`src/logic/ptr_interp_regs.svh`:
```
// Constants, register map and timing counts of the receive pointer interpreter.
// What this block does
// - Pointer word is H1 high, H2 low: flags 15-12, size 11-10, value 9-0.
// - SDH mode requires size bits 10, otherwise pointer invalid; SONET ignores them.
// - Mode bit selects SONET (192 pairs checked) or SDH (first 64 pairs).
// - Normal pointer: three of four flags match 0110, value 0 to 782.
// - New data flag: three of four flags match 1001, value 0 to 782.
// - AIS pointer: flags 1111, size bits 11, value all ones.
// - Increment inverts accepted I bits, decrement inverts D bits, normal flags.
// - Size bits checked in SDH, ignored in SONET, for all non-AIS types.
// - Later pairs are normal concatenation, AIS concatenation, or invalid.
// - No increment or decrement for three frames after any adjustment or new data.
// - SONET: increment or decrement needs eight of ten bits matching.
// - SDH: three inverted I and at most two D; both three means none.
// - Machine has three states: normal, loss of pointer, AIS.
// - In normal, one in-range new data flag replaces accepted value immediately.
// - Three equal in-range normal pointers from any state give normal, accept value.
// - Three AIS pointers from normal or loss give AIS; in AIS only AIS valid.
// - Eight consecutive invalid pointers move normal or AIS to loss of pointer.
// - In normal, valid increment or decrement moves accepted value by one.
// - In normal, a normal pointer equal to accepted value counts valid.
// - AIS entry or exit sets latch-high alarm: event read, then status.
// - AIS pending stays until read; drives interrupt A or B through masks.
// - Loss entry or exit sets latch-high alarm: event read, then status.
// - Loss pending stays until read; drives interrupt A or B through masks.
`ifndef PTR_INTERP_REGS_SVH
`define PTR_INTERP_REGS_SVH

`define OFS_CTRL     12'h000
`define OFS_ALARM    12'h004
`define OFS_PEND     12'h008
`define OFS_MASK_A   12'h00C
`define OFS_MASK_B   12'h010
`define OFS_STATE    12'h014

`define CTRL_RESET   1'b0
`define MASK_RESET   2'b00

`define FLAG_NORMAL  4'h6
`define FLAG_NDF     4'h9
`define FLAG_AIS     4'hF
`define SS_SDH       2'b10
`define SS_AIS       2'b11
`define VALUE_ONES   10'h3FF
`define VALUE_MAX    10'h30E
`define I_MASK       10'h2AA
`define D_MASK       10'h155

`define PAIRS_SONET  8'hC0
`define PAIRS_SDH    8'h40

`define NORMAL_STATE_PERSIST 2'h3
`define AIS_PERSIST  2'h3
`define LOP_PERSIST  4'h8
`define ADJ_HOLD     2'h3

`endif

```
`src/logic/ptr_interp_pkg.sv`:
```
// Types shared by the pointer interpreter files.
package ptr_interp_pkg;
   typedef enum logic [1:0] {
      ST_NORMAL,
      ST_LOP,
      ST_AIS
   } ptr_state_t;
endpackage

```
`src/logic/sonet_sdh_pointer_interpreter.sv`:
```
// Receive payload pointer interpreter with its APB register slave.
`timescale 1ns/1ps
`include "ptr_interp_regs.svh"
module sonet_sdh_pointer_interpreter (
   input  wire logic        mclk,
   input  wire logic        rst,
   input  wire logic        psel,
   input  wire logic        penable,
   input  wire logic        pwrite,
   input  wire logic [11:0] paddr,
   input  wire logic [31:0] pwdata,
   output logic [31:0]      prdata,
   output logic             pready,
   output logic             pslverr,
   input  wire logic        pair_valid,
   input  wire logic        pair_first,
   input  wire logic [15:0] pair_word,
   input  wire logic        frame_end,
   output logic             interrupt_out_a,
   output logic             interrupt_out_b,
   output ptr_interp_pkg::ptr_state_t ptr_state
);
   import ptr_interp_pkg::*;

   // Register file.
   logic       sdh_mode_q;
   logic [1:0] mask_a_q;
   logic [1:0] mask_b_q;
   logic [31:0] rdata_q;

   // Frame collection.
   logic       got_first_q;
   logic [7:0] pair_idx_q;
   logic       p_normal_state_q;
   logic       p_ndf_q;
   logic       p_ais_q;
   logic       p_inc_q;
   logic       p_dec_q;
   logic [9:0] p_val_q;
   logic       all_ci_normal_state_q;
   logic       all_ci_ais_q;

   // Interpreter state.
   ptr_state_t state_q;
   logic [9:0] accepted_q;
   logic       acc_valid_q;
   logic [9:0] cand_q;
   logic [1:0] normal_state_run_q;
   logic [1:0] ais_run_q;
   logic [3:0] inv_run_q;
   logic [1:0] hold_q;

   // Classifier outputs.
   logic c_normal_state;
   logic c_ndf;
   logic c_ais;
   logic c_inc;
   logic c_dec;
   logic c_ci_normal_state;
   logic c_ci_ais;

   // Frame decision terms.
   logic       f_normal_state;
   logic       f_ndf;
   logic       f_ais;
   logic       f_inc;
   logic       f_dec;
   logic       same_cand;
   logic       go_normal_state;
   logic       go_ais;
   logic       go_lop;
   logic       valid_ptr;
   logic [7:0] pair_limit;

   // Bus decode.
   logic       wr_en;
   logic       rd_en;
   logic       mapped;
   logic       rd_alarm;
   logic       rd_pend;
   logic       ais_latch;
   logic       lop_latch;
   logic       ais_pend;
   logic       lop_pend;
   logic       in_ais;
   logic       in_lop;

   ptr_word_classifier u_cls (
      .word     (pair_word),
      .sdh_mode (sdh_mode_q),
      .accepted (accepted_q),
      .is_normal_state  (c_normal_state),
      .is_ndf   (c_ndf),
      .is_ais   (c_ais),
      .is_inc   (c_inc),
      .is_dec   (c_dec),
      .ci_normal_state  (c_ci_normal_state),
      .ci_ais   (c_ci_ais)
   );

   // APB decode; the slave never inserts wait states.
   assign wr_en    = psel && penable && pwrite;
   assign rd_en    = psel && penable && !pwrite;
   assign pready   = 1'b1;
   assign mapped   = (paddr == `OFS_CTRL) || (paddr == `OFS_ALARM) ||
                     (paddr == `OFS_PEND) || (paddr == `OFS_MASK_A) ||
                     (paddr == `OFS_MASK_B) || (paddr == `OFS_STATE);
   assign pslverr  = psel && penable && !mapped;
   assign rd_alarm = rd_en && (paddr == `OFS_ALARM);
   assign rd_pend  = rd_en && (paddr == `OFS_PEND);
   assign prdata   = rdata_q;

   // Software-written control: mode and the two mask sets.
   always_ff @(posedge mclk) begin
      if (rst) begin
         sdh_mode_q <= `CTRL_RESET;
         mask_a_q   <= `MASK_RESET;
         mask_b_q   <= `MASK_RESET;
      end else if (wr_en) begin
         if (paddr == `OFS_CTRL) begin
            sdh_mode_q <= pwdata[0];
         end
         if (paddr == `OFS_MASK_A) begin
            mask_a_q <= pwdata[1:0];
         end
         if (paddr == `OFS_MASK_B) begin
            mask_b_q <= pwdata[1:0];
         end
      end
   end

   // Read data is caught in the setup cycle, so the clear-on-read
   // at the access edge cannot change what is returned.
   always_ff @(posedge mclk) begin
      if (rst) begin
         rdata_q <= 32'h0000_0000;
      end else if (psel && !penable) begin
         case (paddr)
            `OFS_CTRL:   rdata_q <= {31'h0000_0000, sdh_mode_q};
            `OFS_ALARM:  rdata_q <= {30'h0000_0000, lop_latch, ais_latch};
            `OFS_PEND:   rdata_q <= {30'h0000_0000, lop_pend, ais_pend};
            `OFS_MASK_A: rdata_q <= {30'h0000_0000, mask_a_q};
            `OFS_MASK_B: rdata_q <= {30'h0000_0000, mask_b_q};
            `OFS_STATE:  rdata_q <= {5'h00, acc_valid_q, accepted_q,
                                     14'h0000, in_ais, in_lop};
            default:     rdata_q <= 32'h0000_0000;
         endcase
      end
   end

   // SONET checks every pair, SDH only the first AU-4.
   assign pair_limit = sdh_mode_q ? `PAIRS_SDH : `PAIRS_SONET;

   // Primary pair capture and later-pair concatenation check.
   always_ff @(posedge mclk) begin
      if (rst) begin
         got_first_q   <= 1'b0;
         pair_idx_q    <= 8'h00;
         p_normal_state_q      <= 1'b0;
         p_ndf_q       <= 1'b0;
         p_ais_q       <= 1'b0;
         p_inc_q       <= 1'b0;
         p_dec_q       <= 1'b0;
         p_val_q       <= 10'h000;
         all_ci_normal_state_q <= 1'b1;
         all_ci_ais_q  <= 1'b1;
      end else if (pair_valid && pair_first) begin
         got_first_q   <= 1'b1;
         pair_idx_q    <= 8'h01;
         p_normal_state_q      <= c_normal_state;
         p_ndf_q       <= c_ndf;
         p_ais_q       <= c_ais;
         p_inc_q       <= c_inc && acc_valid_q;
         p_dec_q       <= c_dec && acc_valid_q;
         p_val_q       <= pair_word[9:0];
         all_ci_normal_state_q <= 1'b1;
         all_ci_ais_q  <= 1'b1;
      end else if (pair_valid && pair_idx_q < pair_limit) begin
         pair_idx_q    <= pair_idx_q + 8'h01;
         all_ci_normal_state_q <= all_ci_normal_state_q && c_ci_normal_state;
         all_ci_ais_q  <= all_ci_ais_q && c_ci_ais;
      end else if (frame_end) begin
         got_first_q <= 1'b0;
      end
   end

   // Whole-frame verdicts; a bad concatenation spoils the frame.
   assign f_normal_state = got_first_q && p_normal_state_q && all_ci_normal_state_q;
   assign f_ndf  = got_first_q && p_ndf_q && all_ci_normal_state_q;
   assign f_ais  = got_first_q && p_ais_q && all_ci_ais_q;
   assign f_inc  = got_first_q && p_inc_q && all_ci_normal_state_q &&
                   state_q == ST_NORMAL && hold_q == 2'h0;
   assign f_dec  = got_first_q && p_dec_q && all_ci_normal_state_q &&
                   state_q == ST_NORMAL && hold_q == 2'h0 && !f_inc;
   assign same_cand = f_normal_state && (p_val_q == cand_q);

   // Persistence outcomes; three equal normals outrank everything.
   assign go_normal_state = same_cand && (normal_state_run_q == `NORMAL_STATE_PERSIST - 2'h1);
   assign go_ais  = f_ais && (ais_run_q == `AIS_PERSIST - 2'h1) &&
                    state_q != ST_AIS;

   // What counts as a valid pointer depends on the state.
   always_comb begin
      case (state_q)
         ST_AIS:    valid_ptr = f_ais;
         ST_NORMAL: valid_ptr = f_ndf || f_inc || f_dec ||
                                (f_normal_state && p_val_q == accepted_q);
         default:   valid_ptr = 1'b0;
      endcase
   end
   assign go_lop = !valid_ptr && state_q != ST_LOP &&
                   inv_run_q == `LOP_PERSIST - 4'h1;

   // Frame counters step only at frame end.
   always_ff @(posedge mclk) begin
      if (rst) begin
         cand_q     <= 10'h000;
         normal_state_run_q <= 2'h0;
         ais_run_q  <= 2'h0;
         inv_run_q  <= 4'h0;
      end else if (frame_end) begin
         cand_q <= p_val_q;
         if (!f_normal_state) begin
            normal_state_run_q <= 2'h0;
         end else if (!same_cand) begin
            normal_state_run_q <= 2'h1;
         end else if (normal_state_run_q != `NORMAL_STATE_PERSIST) begin
            normal_state_run_q <= normal_state_run_q + 2'h1;
         end
         if (!f_ais) begin
            ais_run_q <= 2'h0;
         end else if (ais_run_q != `AIS_PERSIST) begin
            ais_run_q <= ais_run_q + 2'h1;
         end
         if (valid_ptr || go_normal_state || go_ais || go_lop) begin
            inv_run_q <= 4'h0;
         end else if (inv_run_q != `LOP_PERSIST) begin
            inv_run_q <= inv_run_q + 4'h1;
         end
      end
   end

   // State machine and accepted pointer.
   always_ff @(posedge mclk) begin
      if (rst) begin
         state_q     <= ST_LOP;
         accepted_q  <= 10'h000;
         acc_valid_q <= 1'b0;
      end else if (frame_end) begin
         if (go_normal_state) begin
            state_q     <= ST_NORMAL;
            accepted_q  <= p_val_q;
            acc_valid_q <= 1'b1;
         end else if (go_ais) begin
            state_q     <= ST_AIS;
            acc_valid_q <= 1'b0;
         end else if (go_lop) begin
            state_q     <= ST_LOP;
            acc_valid_q <= 1'b0;
         end else if (state_q == ST_NORMAL && f_ndf) begin
            accepted_q <= p_val_q;
         end else if (f_inc) begin
            accepted_q <= (accepted_q == `VALUE_MAX) ? 10'h000 :
                          accepted_q + 10'h001;
         end else if (f_dec) begin
            accepted_q <= (accepted_q == 10'h000) ? `VALUE_MAX :
                          accepted_q - 10'h001;
         end
      end
   end

   // Hold-off after any justification or new data flag.
   always_ff @(posedge mclk) begin
      if (rst) begin
         hold_q <= 2'h0;
      end else if (frame_end) begin
         if (!go_normal_state && !go_ais && !go_lop &&
             ((state_q == ST_NORMAL && f_ndf) || f_inc || f_dec)) begin
            hold_q <= `ADJ_HOLD;
         end else if (hold_q != 2'h0) begin
            hold_q <= hold_q - 2'h1;
         end
      end
   end

   assign in_ais    = state_q == ST_AIS;
   assign in_lop    = state_q == ST_LOP;
   assign ptr_state = state_q;

   // AIS starts clear; the loss alarm below starts at one, as loss is the reset state.
   latch_high_alarm #(.STATUS_RESET(1'b0)) u_ais_alarm (
      .mclk        (mclk),
      .rst         (rst),
      .status      (in_ais),
      .rd_latch    (rd_alarm),
      .rd_pend     (rd_pend),
      .latch_value (ais_latch),
      .pending     (ais_pend)
   );

   latch_high_alarm #(.STATUS_RESET(1'b1)) u_lop_alarm (
      .mclk        (mclk),
      .rst         (rst),
      .status      (in_lop),
      .rd_latch    (rd_alarm),
      .rd_pend     (rd_pend),
      .latch_value (lop_latch),
      .pending     (lop_pend)
   );

   // Interrupt outputs, registered from pending bits and masks.
   always_ff @(posedge mclk) begin
      if (rst) begin
         interrupt_out_a <= 1'b0;
         interrupt_out_b <= 1'b0;
      end else begin
         interrupt_out_a <= (ais_pend & mask_a_q[0]) | (lop_pend & mask_a_q[1]);
         interrupt_out_b <= (ais_pend & mask_b_q[0]) | (lop_pend & mask_b_q[1]);
      end
   end

   chk_reset_lop: assert property (@(posedge mclk)
      rst |=> state_q == ST_LOP && !acc_valid_q)
      else $error("reset did not give loss of pointer");
   chk_normal_state_accept: assert property (@(posedge mclk) disable iff (rst)
      frame_end && same_cand && normal_state_run_q == 2'h2
      |=> state_q == ST_NORMAL && accepted_q == $past(p_val_q))
      else $error("three equal normals not accepted");
   chk_ais_entry: assert property (@(posedge mclk) disable iff (rst)
      frame_end && f_ais && ais_run_q == 2'h2 && !same_cand
      |=> state_q == ST_AIS)
      else $error("three AIS pointers did not give AIS");
   chk_lop_entry: assert property (@(posedge mclk) disable iff (rst)
      frame_end && state_q != ST_LOP && !valid_ptr && inv_run_q == 4'h7 &&
      !go_normal_state && !go_ais |=> state_q == ST_LOP)
      else $error("eight invalid frames did not give loss");
   chk_adj_spacing: assert property (@(posedge mclk) disable iff (rst)
      frame_end && (f_inc || f_dec) && !go_normal_state |=> hold_q == `ADJ_HOLD)
      else $error("adjustment did not start the hold-off");
   chk_ndf_replace: assert property (@(posedge mclk) disable iff (rst)
      frame_end && state_q == ST_NORMAL && f_ndf && !go_ais && !go_lop
      |=> state_q == ST_NORMAL && accepted_q == $past(p_val_q))
      else $error("new data flag not taken");
   chk_sdh_size: assert property (@(posedge mclk) disable iff (rst)
      sdh_mode_q && pair_word[11:10] != 2'b10 |-> !c_normal_state && !c_ndf)
      else $error("size bits ignored in SDH mode");
   chk_irq_a_path: assert property (@(posedge mclk) disable iff (rst)
      $rose(ais_pend) && mask_a_q[0] && !wr_en |=> interrupt_out_a)
      else $error("masked-in pending did not raise interrupt A");
   chk_inc_step: assert property (@(posedge mclk) disable iff (rst)
      frame_end && f_inc && !go_normal_state && accepted_q != 10'h30E
      |=> accepted_q == $past(accepted_q) + 10'h001)
      else $error("increment did not advance pointer");
endmodule

```
`src/logic/ptr_word_classifier.sv`:
```
// Combinational classification of one received H1/H2 pointer word.
`timescale 1ns/1ps
`include "ptr_interp_regs.svh"
module ptr_word_classifier (
   input  wire logic [15:0] word,
   input  wire logic        sdh_mode,
   input  wire logic [9:0]  accepted,
   output logic             is_normal_state,
   output logic             is_ndf,
   output logic             is_ais,
   output logic             is_inc,
   output logic             is_dec,
   output logic             ci_normal_state,
   output logic             ci_ais
);
   logic [3:0] flags;
   logic [1:0] ss;
   logic [9:0] val;
   logic [9:0] diff;
   logic       maj_normal_state;
   logic       maj_ndf;
   logic       ss_ok;
   logic       in_range;
   logic [3:0] inv_i;
   logic [3:0] inv_d;

   function automatic logic [3:0] ones10(input logic [9:0] v);
      logic [3:0] n;
      n = 4'h0;
      for (int k = 0; k < 10; k++) begin
         n = n + {3'b000, v[k]};
      end
      return n;
   endfunction

   // Field split of the word.
   assign flags = word[15:12];
   assign ss    = word[11:10];
   assign val   = word[9:0];
   assign diff  = val ^ accepted;

   // Three of four flag bits are enough, so one corrupted bit is tolerated.
   assign maj_normal_state = ones10({6'h00, ~(flags ^ `FLAG_NORMAL)}) >= 4'h3;
   assign maj_ndf  = ones10({6'h00, ~(flags ^ `FLAG_NDF)}) >= 4'h3;
   assign ss_ok    = !sdh_mode || (ss == `SS_SDH);
   assign in_range = val <= `VALUE_MAX;
   assign inv_i    = ones10(diff & `I_MASK);
   assign inv_d    = ones10(diff & `D_MASK);

   // Pointer types of the primary pair.
   assign is_normal_state = maj_normal_state && in_range && ss_ok;
   assign is_ndf  = maj_ndf && in_range && ss_ok;
   assign is_ais  = (flags == `FLAG_AIS) && (ss == `SS_AIS) && (val == `VALUE_ONES);

   // Justification; SONET allows two stray bits, SDH votes per bit group.
   always_comb begin
      if (sdh_mode) begin
         is_inc = (inv_i >= 4'h3) && (inv_d <= 4'h2);
         is_dec = (inv_d >= 4'h3) && (inv_i <= 4'h2);
      end else begin
         is_inc = ones10(diff ^ `I_MASK) <= 4'h2;
         is_dec = ones10(diff ^ `D_MASK) <= 4'h2;
      end
      is_inc = is_inc && maj_normal_state && ss_ok;
      is_dec = is_dec && maj_normal_state && ss_ok;
   end

   // Concatenation indicators of the later pairs.
   assign ci_normal_state = maj_normal_state && ss_ok && (val == `VALUE_ONES);
   assign ci_ais  = is_ais;
endmodule

```
`src/logic/latch_high_alarm.sv`:
```
// Latch-high alarm bit with a separate pending bit, both cleared by reading.
`timescale 1ns/1ps
module latch_high_alarm #(
   parameter logic STATUS_RESET = 1'b0
) (
   input  wire logic mclk,
   input  wire logic rst,
   input  wire logic status,
   input  wire logic rd_latch,
   input  wire logic rd_pend,
   output logic      latch_value,
   output logic      pending
);
   logic prev_q;
   logic event_q;
   logic change;

   assign change = status != prev_q;

   // Previous status, to see every entry and every exit.
   always_ff @(posedge mclk) begin
      if (rst) begin
         prev_q <= STATUS_RESET;
      end else begin
         prev_q <= status;
      end
   end

   // Event memory; a change in the read cycle survives the read.
   always_ff @(posedge mclk) begin
      if (rst) begin
         event_q <= 1'b0;
      end else begin
         event_q <= change | (event_q & ~rd_latch);
      end
   end

   // Pending bit, same set-wins policy.
   always_ff @(posedge mclk) begin
      if (rst) begin
         pending <= 1'b0;
      end else begin
         pending <= change | (pending & ~rd_pend);
      end
   end

   // First read shows the event, the next one the live status.
   assign latch_value = event_q | status;

   chk_change_latched: assert property (@(posedge mclk) disable iff (rst)
      change && !rd_latch |=> latch_value && pending)
      else $error("alarm change not latched");
   chk_pend_holds: assert property (@(posedge mclk) disable iff (rst)
      pending && !rd_pend |=> pending)
      else $error("pending bit dropped without read");
endmodule

```
`config.mk`:
```
export PLATFORM = sky130hd
export DESIGN_NAME = sonet_sdh_pointer_interpreter
export DESIGN_NICKNAME = d
export VERILOG_FILES = /design/src/logic/ptr_interp_pkg.sv /design/src/logic/sonet_sdh_pointer_interpreter.sv /design/src/logic/ptr_word_classifier.sv /design/src/logic/latch_high_alarm.sv
export VERILOG_INCLUDE_DIRS = /design/src /design/src/logic
export SDC_FILE = /design/constraint.sdc
export NUM_CORES = 1
export LEC_CHECK = 0
export CAP_MARGIN = 5
export CORE_ASPECT_RATIO = 1.75
export CORE_MARGIN = 8
export CORE_UTILIZATION = 42
export DETAILED_ROUTE_END_ITERATION = 12
export DONT_BUFFER_PORTS = 1
export HOLD_SLACK_MARGIN = 0.1
export RECOVER_POWER = 100
export SYNTH_ARGS = -nofsm -noshare
export SYNTH_HDL_FRONTEND = slang
export SYNTH_SLANG_ARGS = --single-unit
export TNS_END_PERCENT = 5
```
`constraint.sdc`:
```
create_clock -name mclk -period 9.9 [get_ports mclk]
set_input_delay 1.485 -clock mclk [delete_from_list [all_inputs] [get_ports mclk]]
set_output_delay 1.485 -clock mclk [all_outputs]
set_load 0.02 [all_outputs]
```
==> metrics.md, run 1 <==
| Metric | Value |
|---|---|
| Crit path kind | in -> reg |
| Most frequent CP cell | fa_1 |
| Synth unique cells | 60 |
| Hpwl dp | approximately 11 mm |
| Util after Layout | between 40 and 50% |
| CTS tree | done |
| Top-count cell post-synth | dfxtp_1 |
| Clk sinks | 85 |
| Initial core utilization | approximately 43% |
| Final Hold Viols | 0 |
| Critical path, cell by cell | xor2_1 -> inv_1 -> ha_1 -> fa_1 -> inv_1 -> fa_1 -> fa_1 -> inv_1 -> fa_1 -> fa_1 -> a211oi_1 -> a32oi_1 -> o21ai_0 |
| R2R depth | 13 |
| Worst setup path start | pair_word[0] |
| Avg Cell Area, Syn | 8.31 um2 |
| DIE HEIGHT | around 170 um |
| Buf/Inv on CP | 3 |
| CP top delay family | adder cells |
| Status | finished, final reports clean |
| Die area | approximately 17,000 um2 |
| Relative slew slack | between 20% and 30% |
| PD cells | between 100 and 150 nW/um2 |
| Fill cells | about 1,300 |
| Routed WL | roughly 15 mm |
| PortBufs | 0 |
| Hold crit path type | reg -> reg |
| RSZ-0062 raised after global routing | no |
| Post-synth ARST share | 0% |
| Worst slew pin tran | 1.13 ns |
| CP required | approximately 10 ns |
| Setup tns final | 0 ns |
| CTS clk-pin slew, worst paths | about 0.060 ns |
| # hold bufs at CTS | 0 |
| Tmin final | around 5.0 ns |
| Die X | 103 um |
| Initial drt markers | between 200 and 250 |
| First-pass DRT Iterations | 5 |
| Mapped Cells | between 600 and 700 |
| Post-CTS resize count | 0 |
| Synthesized area | roughly 5500 um2 |
| Final Setup Violations | 0 |
| Gpl congestion | between 0.9 and 1 |
| Largest net degree at the start of global routing | 53 |
| Final Cycle Share | ~50% |
| Clk buf depth | 2 |
| Post-synth EDFFs | 0 |
| Num ports | 106 |
| Antenna viol nets, final | 0 |
| Arrival @ worst endpoint | 5.23 ns |
| Grt ovf | 0 |
| Reg-to-reg startpoint | accepted_q[0] |
| Maximum net fanout on the critical path | 3 |
| Critical Path End | p_inc_q |
| Root Driver | clkbuf_16 |
| VDD IR max | 0.0802 mV |
| Max_cap viols | 0 |
| # DRC | 0 |
| Area contributors post-synth | dfxtp_1, ha_1, fa_1, nor2_1, xnor2_1 |
| Synth top area share | slightly above 30% |
| Fin Clk Skew | around 0.0084 ns |
| CP max-delay cell | fa_1 |
| Max Transition Viols Final | 0 |
| Ys Warns | 0 |
| CP startpoint kind | input pin |
| Number of cells on the critical path | 13 |
| Critical Path Sink Type | flip-flop |
| Final nets | approximately 760 |
| First-pass GRT wire length | ~24 mm |
| Routed len/inst | ~18 um |
| Worst r2r dst | p_inc_q |
| Total CTS buffers | 9 |
| Antenna Cells | 0 |
| Top_reg_cell synth | dfxtp_1 |
| Gr usage total | 17.4% |
| CORE AREA | between 10,000 and 15,000 um2 |
| CTS HTree Levels | 3 |
| Dpl ws | ~4.5 ns |
| Max Clock Freq | 199 MHz |
| Area Growth Syn to Fin | 4.56% |
| Layout cells sized above 1 | around 3.4% |
| Via count of the routed design | around 4,600 |
| Clk_lat worst skew | 0.33 ns |
| Post-CTS setup buffer count | 0 |
| Worst Slack Setup Final | roughly 4.9 ns |
| Via density | ~5.6 |
| Yosys reg bits | 85 |
| Initial antenna violation count | 0 |
| Row cnt | 55 |
| CP max stage delay | 0.55 ns |
| Vias in the first global route | roughly 4,600 |
| P_leak | around 2.3 nW |
| Seq/Total Area, Yosys | 30.8% |
| Reg2reg setup slack | between 5 and 6 ns |
| Yosys top cell by area | dfxtp_1 |
| Synth top cells by count | dfxtp_1, nor2_1, nand2_1 |
## cell type report
type / instances / area, um2 / area share (%)
inverters: 43 / 161 / 2.80
well taps: 171 / 214 / 3.71
clock buffers: 10 / 239 / 4.14
multi-input cells: 498 / 3390 / 58.8
clock inverters: 5 / 37.5 / 0.650
flip-flops and latches: 85 / 1700 / 29.5
repair buffers: 4 / 26.3 / 0.455
## sequential cells by signal, indices dropped and copies added (netlist names), 4 cells and up
signal and count:
accepted_q 10, inv_run_q 4, pair_idx_q 8, cand_q 10, prdata 13, p_val_q 10
## routing by layer
layer,GRT usage [%],share of wire [%]
met5,0,0
met4,8.68,3.5
met3,4.11,5.4
met2,32.8,55
met1,16.7,36
## worst min-delay path by stage
stage,startpoint,end,slack (ns),depth (start not counted)
after global routing,all_ci_ais_q,all_ci_ais_q,0.47,2
after CTS,all_ci_ais_q,all_ci_ais_q,0.45,2
after floorplan,p_dec_q,p_dec_q,0.43,2
after global placement,all_ci_ais_q,all_ci_ais_q,0.44,2
final,all_ci_ais_q,all_ci_ais_q,0.45,2
after detailed placement,all_ci_ais_q,all_ci_ais_q,0.45,2
## report_power, final
part           leakage (nW)  switching (mW)  internal, mW  total [mW]
Combinational          1.51          0.0671        0.0470       0.114
Clock                 0.131           0.135         0.176       0.311
Sequential            0.688         0.00856         0.348       0.357
Total                  2.33           0.211         0.571       0.782
## metrics by stage
stage | instances | instance area (um2) | power (mW) | hold WS (ns)
2_1_floorplan | 682 | 5590 | 0.463 | 0.426
5_1_grt | 816 | 5770 | 0.822 | 0.466
3_3_place_gp | 801 | 5520 | 0.472 | 0.443
6_report | 816 | 5770 | 0.782 | 0.454
3_5_place_dp | 801 | 5520 | 0.479 | 0.446
4_1_cts | 816 | 5800 | 0.791 | 0.455
## cells by family (layout without fill, tap and decap cells)
| logic type | count (synthesis) | after routing | share of synthesized area [%] |
|---|---|---|---|
| AOI/OAI and AO/OA | 136 | 136 | 16.1 |
| xor gates and xnor gates | 39 | 39 | 6.19 |
| adders and majority gates | 49 | 49 | 13.6 |
| buffers and inverters | 99 | 62 | 8.52 |
| DFF | 85 | 85 | 30.8 |
| muxes | 19 | 19 | 3.45 |
| other | 2 | 20 | 0.136 |
| and+or+nand+nor | 235 | 235 | 21.2 |
## worst register-to-register path, stage by stage (launching register included)
cell and delay, ns:
dfxtp_1 0.70, xor2_1 0.32, inv_1 0.08, ha_1 0.32, fa_1 0.54, inv_1 0.06, fa_1 0.50, fa_1 0.55
inv_1 0.05, fa_1 0.45, fa_1 0.50, a211oi_1 0.07, a32oi_1 0.27, o21ai_0 0.12
## placed cells by master, fill, tap and decap left out, types with 2 or more instances in the layout
cell         n
ha_1        31
a32oi_1      2
xnor2_1     26
o211ai_1     5
nand4b_1     2
a211oi_1     8
nand3_1     25
or4_1        4
o32ai_1      3
o21ai_0     30
a22o_1      12
clkbuf_16    9
and2_1       3
clkinvlp_4   2
clkinv_4     2
and3_1      12
nor4_1       7
or2_2        3
o21a_1       2
mux2i_1     19
nand2b_1    12
dfxtp_1     85
a22oi_1     14
inv_1       43
o311ai_0     2
buf_4        3
a31oi_1      9
nor2b_1      3
a21oi_1     35
conb_1      20
xor2_1      13
fa_1        18
nand3b_1     2
nor3_1      21
nor2_1      65
nand2_1     48
nand4_1     16
or3_1        6
o22ai_1      3
(Power assumes the default switching activity.)
==> run 2: changes to the inputs <==
==> constraint.sdc (replaced) <==
create_clock -name mclk -period 5.11 [get_ports mclk]
set_input_delay 0.7665 -clock mclk [delete_from_list [all_inputs] [get_ports mclk]]
set_output_delay 0.7665 -clock mclk [all_outputs]
set_load 0.02 [all_outputs]
==> metrics.md, run 2 (same netlist as run 1, synthesis figures left out) <==
| Metric | Value |
|---|---|
| Worst slew pin tran | ~1.7 ns |
| Hpwl dp | ~11 mm |
| Die area | ~17,000 um2 |
| Total CTS buffers | 9 |
| PD cells | between 200 and 300 nW/um2 |
| Arrival @ worst endpoint | roughly 4.5 ns |
| # DRC | 0 |
| Commonest non-fill, non-tap cell in the layout | dfxtp_1 |
| Clk buf depth | 2 |
| Most frequent cells in the layout | dfxtp_1, nor2_1, nand2_1, inv_1, a21oi_1 |
| DIE HEIGHT | 168 um |
| Antenna Cells | 0 |
| Crit path kind | in -> reg |
| Via count of the routed design | about 4,700 |
| CORE AREA | roughly 13,000 um2 |
| Post-CTS resize count | 0 |
| Die X | a little over 100 um |
| Routed len/inst | 17.8 um |
| CP max-delay cell | fa_1 |
| Hold crit path type | reg -> reg |
| Fin Clk Skew | a little over 0.01 ns |
| Layout cells sized above 1 | 4.92% |
| Setup tns final | 0 ns |
| Final Cycle Share | a little over 80% |
| First-pass DRT Iterations | 5 |
| Tmin final | around 4.2 ns |
| CTS HTree Levels | 3 |
| Max Transition Viols Final | 18 |
| Num ports | between 100 and 150 |
| Max_cap viols | 1 |
| Dpl ws | 0.529 ns |
| Violated checks | max-capacitance violations, max-slew violations |
| Gr usage total | 17.6% |
| Max reg flops | 13 |
| P_leak | about 2.4 nW |
| Vias in the first global route | roughly 4,800 |
| Via density | about 5.7 |
| Initial drt markers | between 200 and 250 |
| Most frequent CP cell | fa_1 |
| Max Clock Freq | roughly 240 MHz |
| Gpl congestion | around 0.86 |
| CTS clk-pin slew, worst paths | ~0.07 ns |
| Post-CTS setup buffer count | 0 |
| Grt ovf | 0 |
| Row cnt | 55 |
| Sequential cell area | 1700 um2 |
| Critical Path Sink Type | flip-flop |
| Fill cells | between 1,000 and 1,500 |
| Maximum net fanout on the critical path | 3 |
| Antenna viol nets, final | 0 |
| Area of the multi-input gates | 3400 um2 |
| Initial core utilization | a little over two fifths |
| Worst Slack Setup Final | around 0.90 ns |
| CP startpoint kind | input pin |
| Clk sinks | 85 |
| PortBufs | 0 |
| CP required | between 5 and 6 ns |
| Root Driver | clkbuf_16 |
| Final Hold Viols | 0 |
| Largest net degree at the start of global routing | 53 |
| Area Growth Syn to Fin | 5.94% |
| CTS tree | done |
| VDD IR max | between 0.1 and 0.15 mV |
| Status | finished, violations left |
| Relative slew slack | -17.9% |
| Count of non-filler cells in the finished layout | about 820 |
| Initial antenna violation count | 0 |
| Final Setup Violations | 0 |
| CP max stage delay | between 0.5 and 0.6 ns |
| Clk_lat worst skew | roughly 0.34 ns |
| Util after Layout | a little under half |
| Final nets | between 700 and 800 |
| Routed WL | about 15 mm |
| Total power | 1.58 mW |
| Critical path, cell by cell | xor2_1 -> inv_1 -> ha_1 -> fa_1 -> inv_1 -> fa_1 -> fa_1 -> inv_1 -> fa_1 -> fa_1 -> a211oi_1 -> a32oi_1 -> o21ai_0 |
| First-pass GRT wire length | ~24 mm |
| # hold bufs at CTS | 0 |
| RSZ-0062 raised after global routing | no |
| Placed cells | a little over 800 |
| Reg2reg setup slack | between 0.9 and 1 ns |
==> run 2: changes by cell type in the layout (fill, tap and decap cells not counted), sizes merged <==
cell	before	now
buf	3	8
inv	43	47
clkinvlp	2	0
bufinv	0	1
clkbuf	11	10
clkinv	3	2
==> run 2: final cells by class <==
cell class                 count  area share, %
tap                          171           3.66
clock inverter                 7           1.35
inverter                      43           2.76
timing repair buffer           9           1.09
sequential                    85           29.1
clock buffer                   9           3.85
multi-input combinational    498           58.2
==> run 2: critical path, delay by kind of cell <==
kind | cells | cell delay [ns]
AOI/OAI and AO/OA | 3 | 0.47
xor gates and xnor gates | 1 | 0.27
adders and majority gates | 6 | 2.79
buffers and inverters | 3 | 0.19
==> run 2: metal layers <==
metal	GRT usage (%)	routed length (um)	vias to the layer above
met3	3.61	836	36
met5	0	0	-
met2	32.3	7950	146
met4	10.5	589	0
li1	-	-	2256
met1	17.1	5270	2287
==> run 2: path summary, 6_finish.rpt <==
check | startpoint | endpoint | cells past startpoint
setup / recovery | pair_word[0] | p_inc_q | 13
hold reg to reg | all_ci_ais_q | all_ci_ais_q | 2
hold / removal | all_ci_ais_q | all_ci_ais_q | 2
setup reg to reg | accepted_q[0] | p_inc_q | 13
==> run 2: metrics by stage <==
step	hold WS (ns)	instance area (um2)
after floorplan	0.426	5590
after global placement	0.444	5560
after detailed placement	0.453	5560
after CTS	0.464	5860
after global routing	0.484	5850
final	0.469	5850
==> run 2: where the power goes <==
group | total, mW | switching [mW] | internal [mW]
Clock | 0.670 | 0.284 | 0.386
Sequential | 0.691 | 0.0165 | 0.674
Combinational | 0.215 | 0.125 | 0.0900
Total | 1.58 | 0.426 | 1.15
==> run 3: changes to the inputs <==
==> constraint.sdc (replaced) <==
create_clock -name mclk -period 3.7 [get_ports mclk]
set_input_delay 0.555 -clock mclk [delete_from_list [all_inputs] [get_ports mclk]]
set_output_delay 0.555 -clock mclk [all_outputs]
set_load 0.02 [all_outputs]
==> metrics.md, run 3 (same netlist as run 1, synthesis figures left out) <==
| Metric | Value |
|---|---|
| Final Cycle Share | 101% |
| P_leak | around 2.4 nW |
| Via count of the routed design | ~4,700 |
| Placed Area | between 5000 and 6000 um2 |
| Gr usage total | between 10% and 20% |
| Max reg flops | 13 |
| Area Growth Syn to Fin | 8.86% |
| Via density | 5.63 |
| Die area | ~17,000 um2 |
| Relative slew slack | 24.2% |
| Antenna Cells | 0 |
| Crit path kind | reg -> reg |
| CTS tree | done |
| Fin Clk Skew | slightly above 0.009 ns |
| PD cells | around 360 nW/um2 |
| Worst Slack Setup Final | -0.0381 ns |
| Setup tns final | -0.0692 ns |
| Max Clock Freq | roughly 270 MHz |
| Die X | just over 100 um |
| WL met2 | roughly 8.2 mm |
| First-pass GRT wire length | 23.7 mm |
| Tmin final | between 3 and 4 ns |
| Max Transition Viols Final | 0 |
| Top routing layer in use | met4 |
| Final Setup Violations | 2 |
| CORE AREA | 12,900 um2 |
| Worst slew pin tran | between 1 and 1.5 ns |
| Max_cap viols | 0 |
| Antenna viol nets, final | 0 |
| Status | finished, violations left |
| CP max stage delay | roughly 0.49 ns |
| First-pass DRT Iterations | 5 |
| VDD IR max | roughly 0.22 mV |
| Arrival @ worst endpoint | 4.01 ns |
| CP required | 3.98 ns |
| Routed WL | 14.9 mm |
| Grt ovf | 0 |
| Row cnt | 55 |
| CP startpoint kind | flip-flop |
| CP max-delay cell | fa_1 |
| CP top delay family | adder cells |
| DIE HEIGHT | around 170 um |
| Most frequent cells in the layout | dfxtp_1, nor2_1, nand2_1, inv_1, a21oi_1 |
| Root Driver | clkbuf_16 |
| Hpwl dp | 11.4 mm |
| Maximum net fanout on the critical path | 2 |
| PortBufs | 0 |
| Total CTS buffers | 9 |
| CTS clk-pin slew, worst paths | approximately 0.070 ns |
| Critical path, cell by cell | xor2_4 -> inv_2 -> ha_4 -> inv_2 -> fa_1 -> fa_1 -> inv_1 -> fa_1 -> inv_2 -> fa_2 -> inv_2 -> fa_1 -> nor2b_1 -> nor3_2 -> a22oi_1 -> o21ai_1 |
| Metal1 wirelength | between 5 and 6 mm |
| Clk_lat worst skew | 0.35 ns |
| Num ports | between 100 and 150 |
| Post-CTS setup buffer count | 0 |
| Largest net degree at the start of global routing | 53 |
| Commonest non-fill, non-tap cell in the layout | dfxtp_1 |
| Routed len/inst | approximately 18 um |
| Post-route design area | 6010 um2 |
| Gpl congestion | between 0.8 and 0.9 |
| Final nets | between 700 and 800 |
| # DRC | 0 |
| Clk sinks | 85 |
| Layout cells sized above 1 | a little under 9% |
| Vias in the first global route | ~4,800 |
| Hold crit path type | in -> reg |
| Initial antenna violation count | 0 |
| CTS HTree Levels | 3 |
| Clk buf depth | 2 |
| Violated checks | negative setup slack |
| Final Hold Viols | 0 |
| Fill cells | 1,281 |
| Critical Path Sink Type | flip-flop |
| Initial core utilization | a little over two fifths |
| DR WL met3 | approximately 830 um |
| RSZ-0062 raised after global routing | yes |
| Initial drt markers | 219 |
| Buf/Inv on CP | 5 |
run 3: power by group:
part | total (mW) | internal [mW] | leakage (nW) | switching (mW)
Sequential | 0.952 | 0.930 | 0.689 | 0.0225
Clock | 0.894 | 0.473 | 0.141 | 0.421
Combinational | 0.322 | 0.142 | 1.60 | 0.180
Total | 2.17 | 1.55 | 2.43 | 0.623
run 3: worst paths after layout:
check             slack [ns]           from  cells after the start      endpoint
setup / recovery       -0.04  accepted_q[0]                     16       p_dec_q
hold / removal          0.29            rst                      1  ais_run_q[1]
setup reg to reg       -0.04  accepted_q[0]                     16       p_dec_q
hold reg to reg         0.46   all_ci_ais_q                      2  all_ci_ais_q
run 3: cell type report:
class                   count  area, um2  share of cell area [%]
inverters                  43        161                    2.69
multi-input cells         498       3470                    57.8
repair buffers             22        161                    2.69
clock buffers               9        225                    3.75
clock inverters             7       65.1                    1.08
well taps                 171        214                    3.56
flip-flops and latches     85       1710                    28.4
run 3: through the flow:
step | std cells | hold WS [ns] | power, mW | worst slack (ns) | util [%]
after CTS | 835 | 0.277 | 2.18 | -0.124 | 46.7
after global placement | 819 | 0.443 | 1.27 | -0.260 | 44.4
after floorplan | 682 | 0.427 | 1.24 | -0.176 | -
after detailed placement | 819 | 0.449 | 1.29 | -0.320 | 44.4
final | 835 | 0.294 | 2.17 | -0.0381 | 46.7
after global routing | 835 | 0.282 | 2.28 | -0.242 | 46.7
run 3: repair_timing:
action	4_1_cts	5_1_grt
resized for setup	7	2
endpoints found under the setup margin	2	2
pin swaps	1	2
hold buffers	0	0
run 3: per-layer routing:
metal | track usage [%] | up-vias
met4 | 8.35 | 0
met5 | 0 | -
met3 | 3.45 | 27
met2 | 33.2 | 139
met1 | 17.3 | 2258
li1 | - | 2278
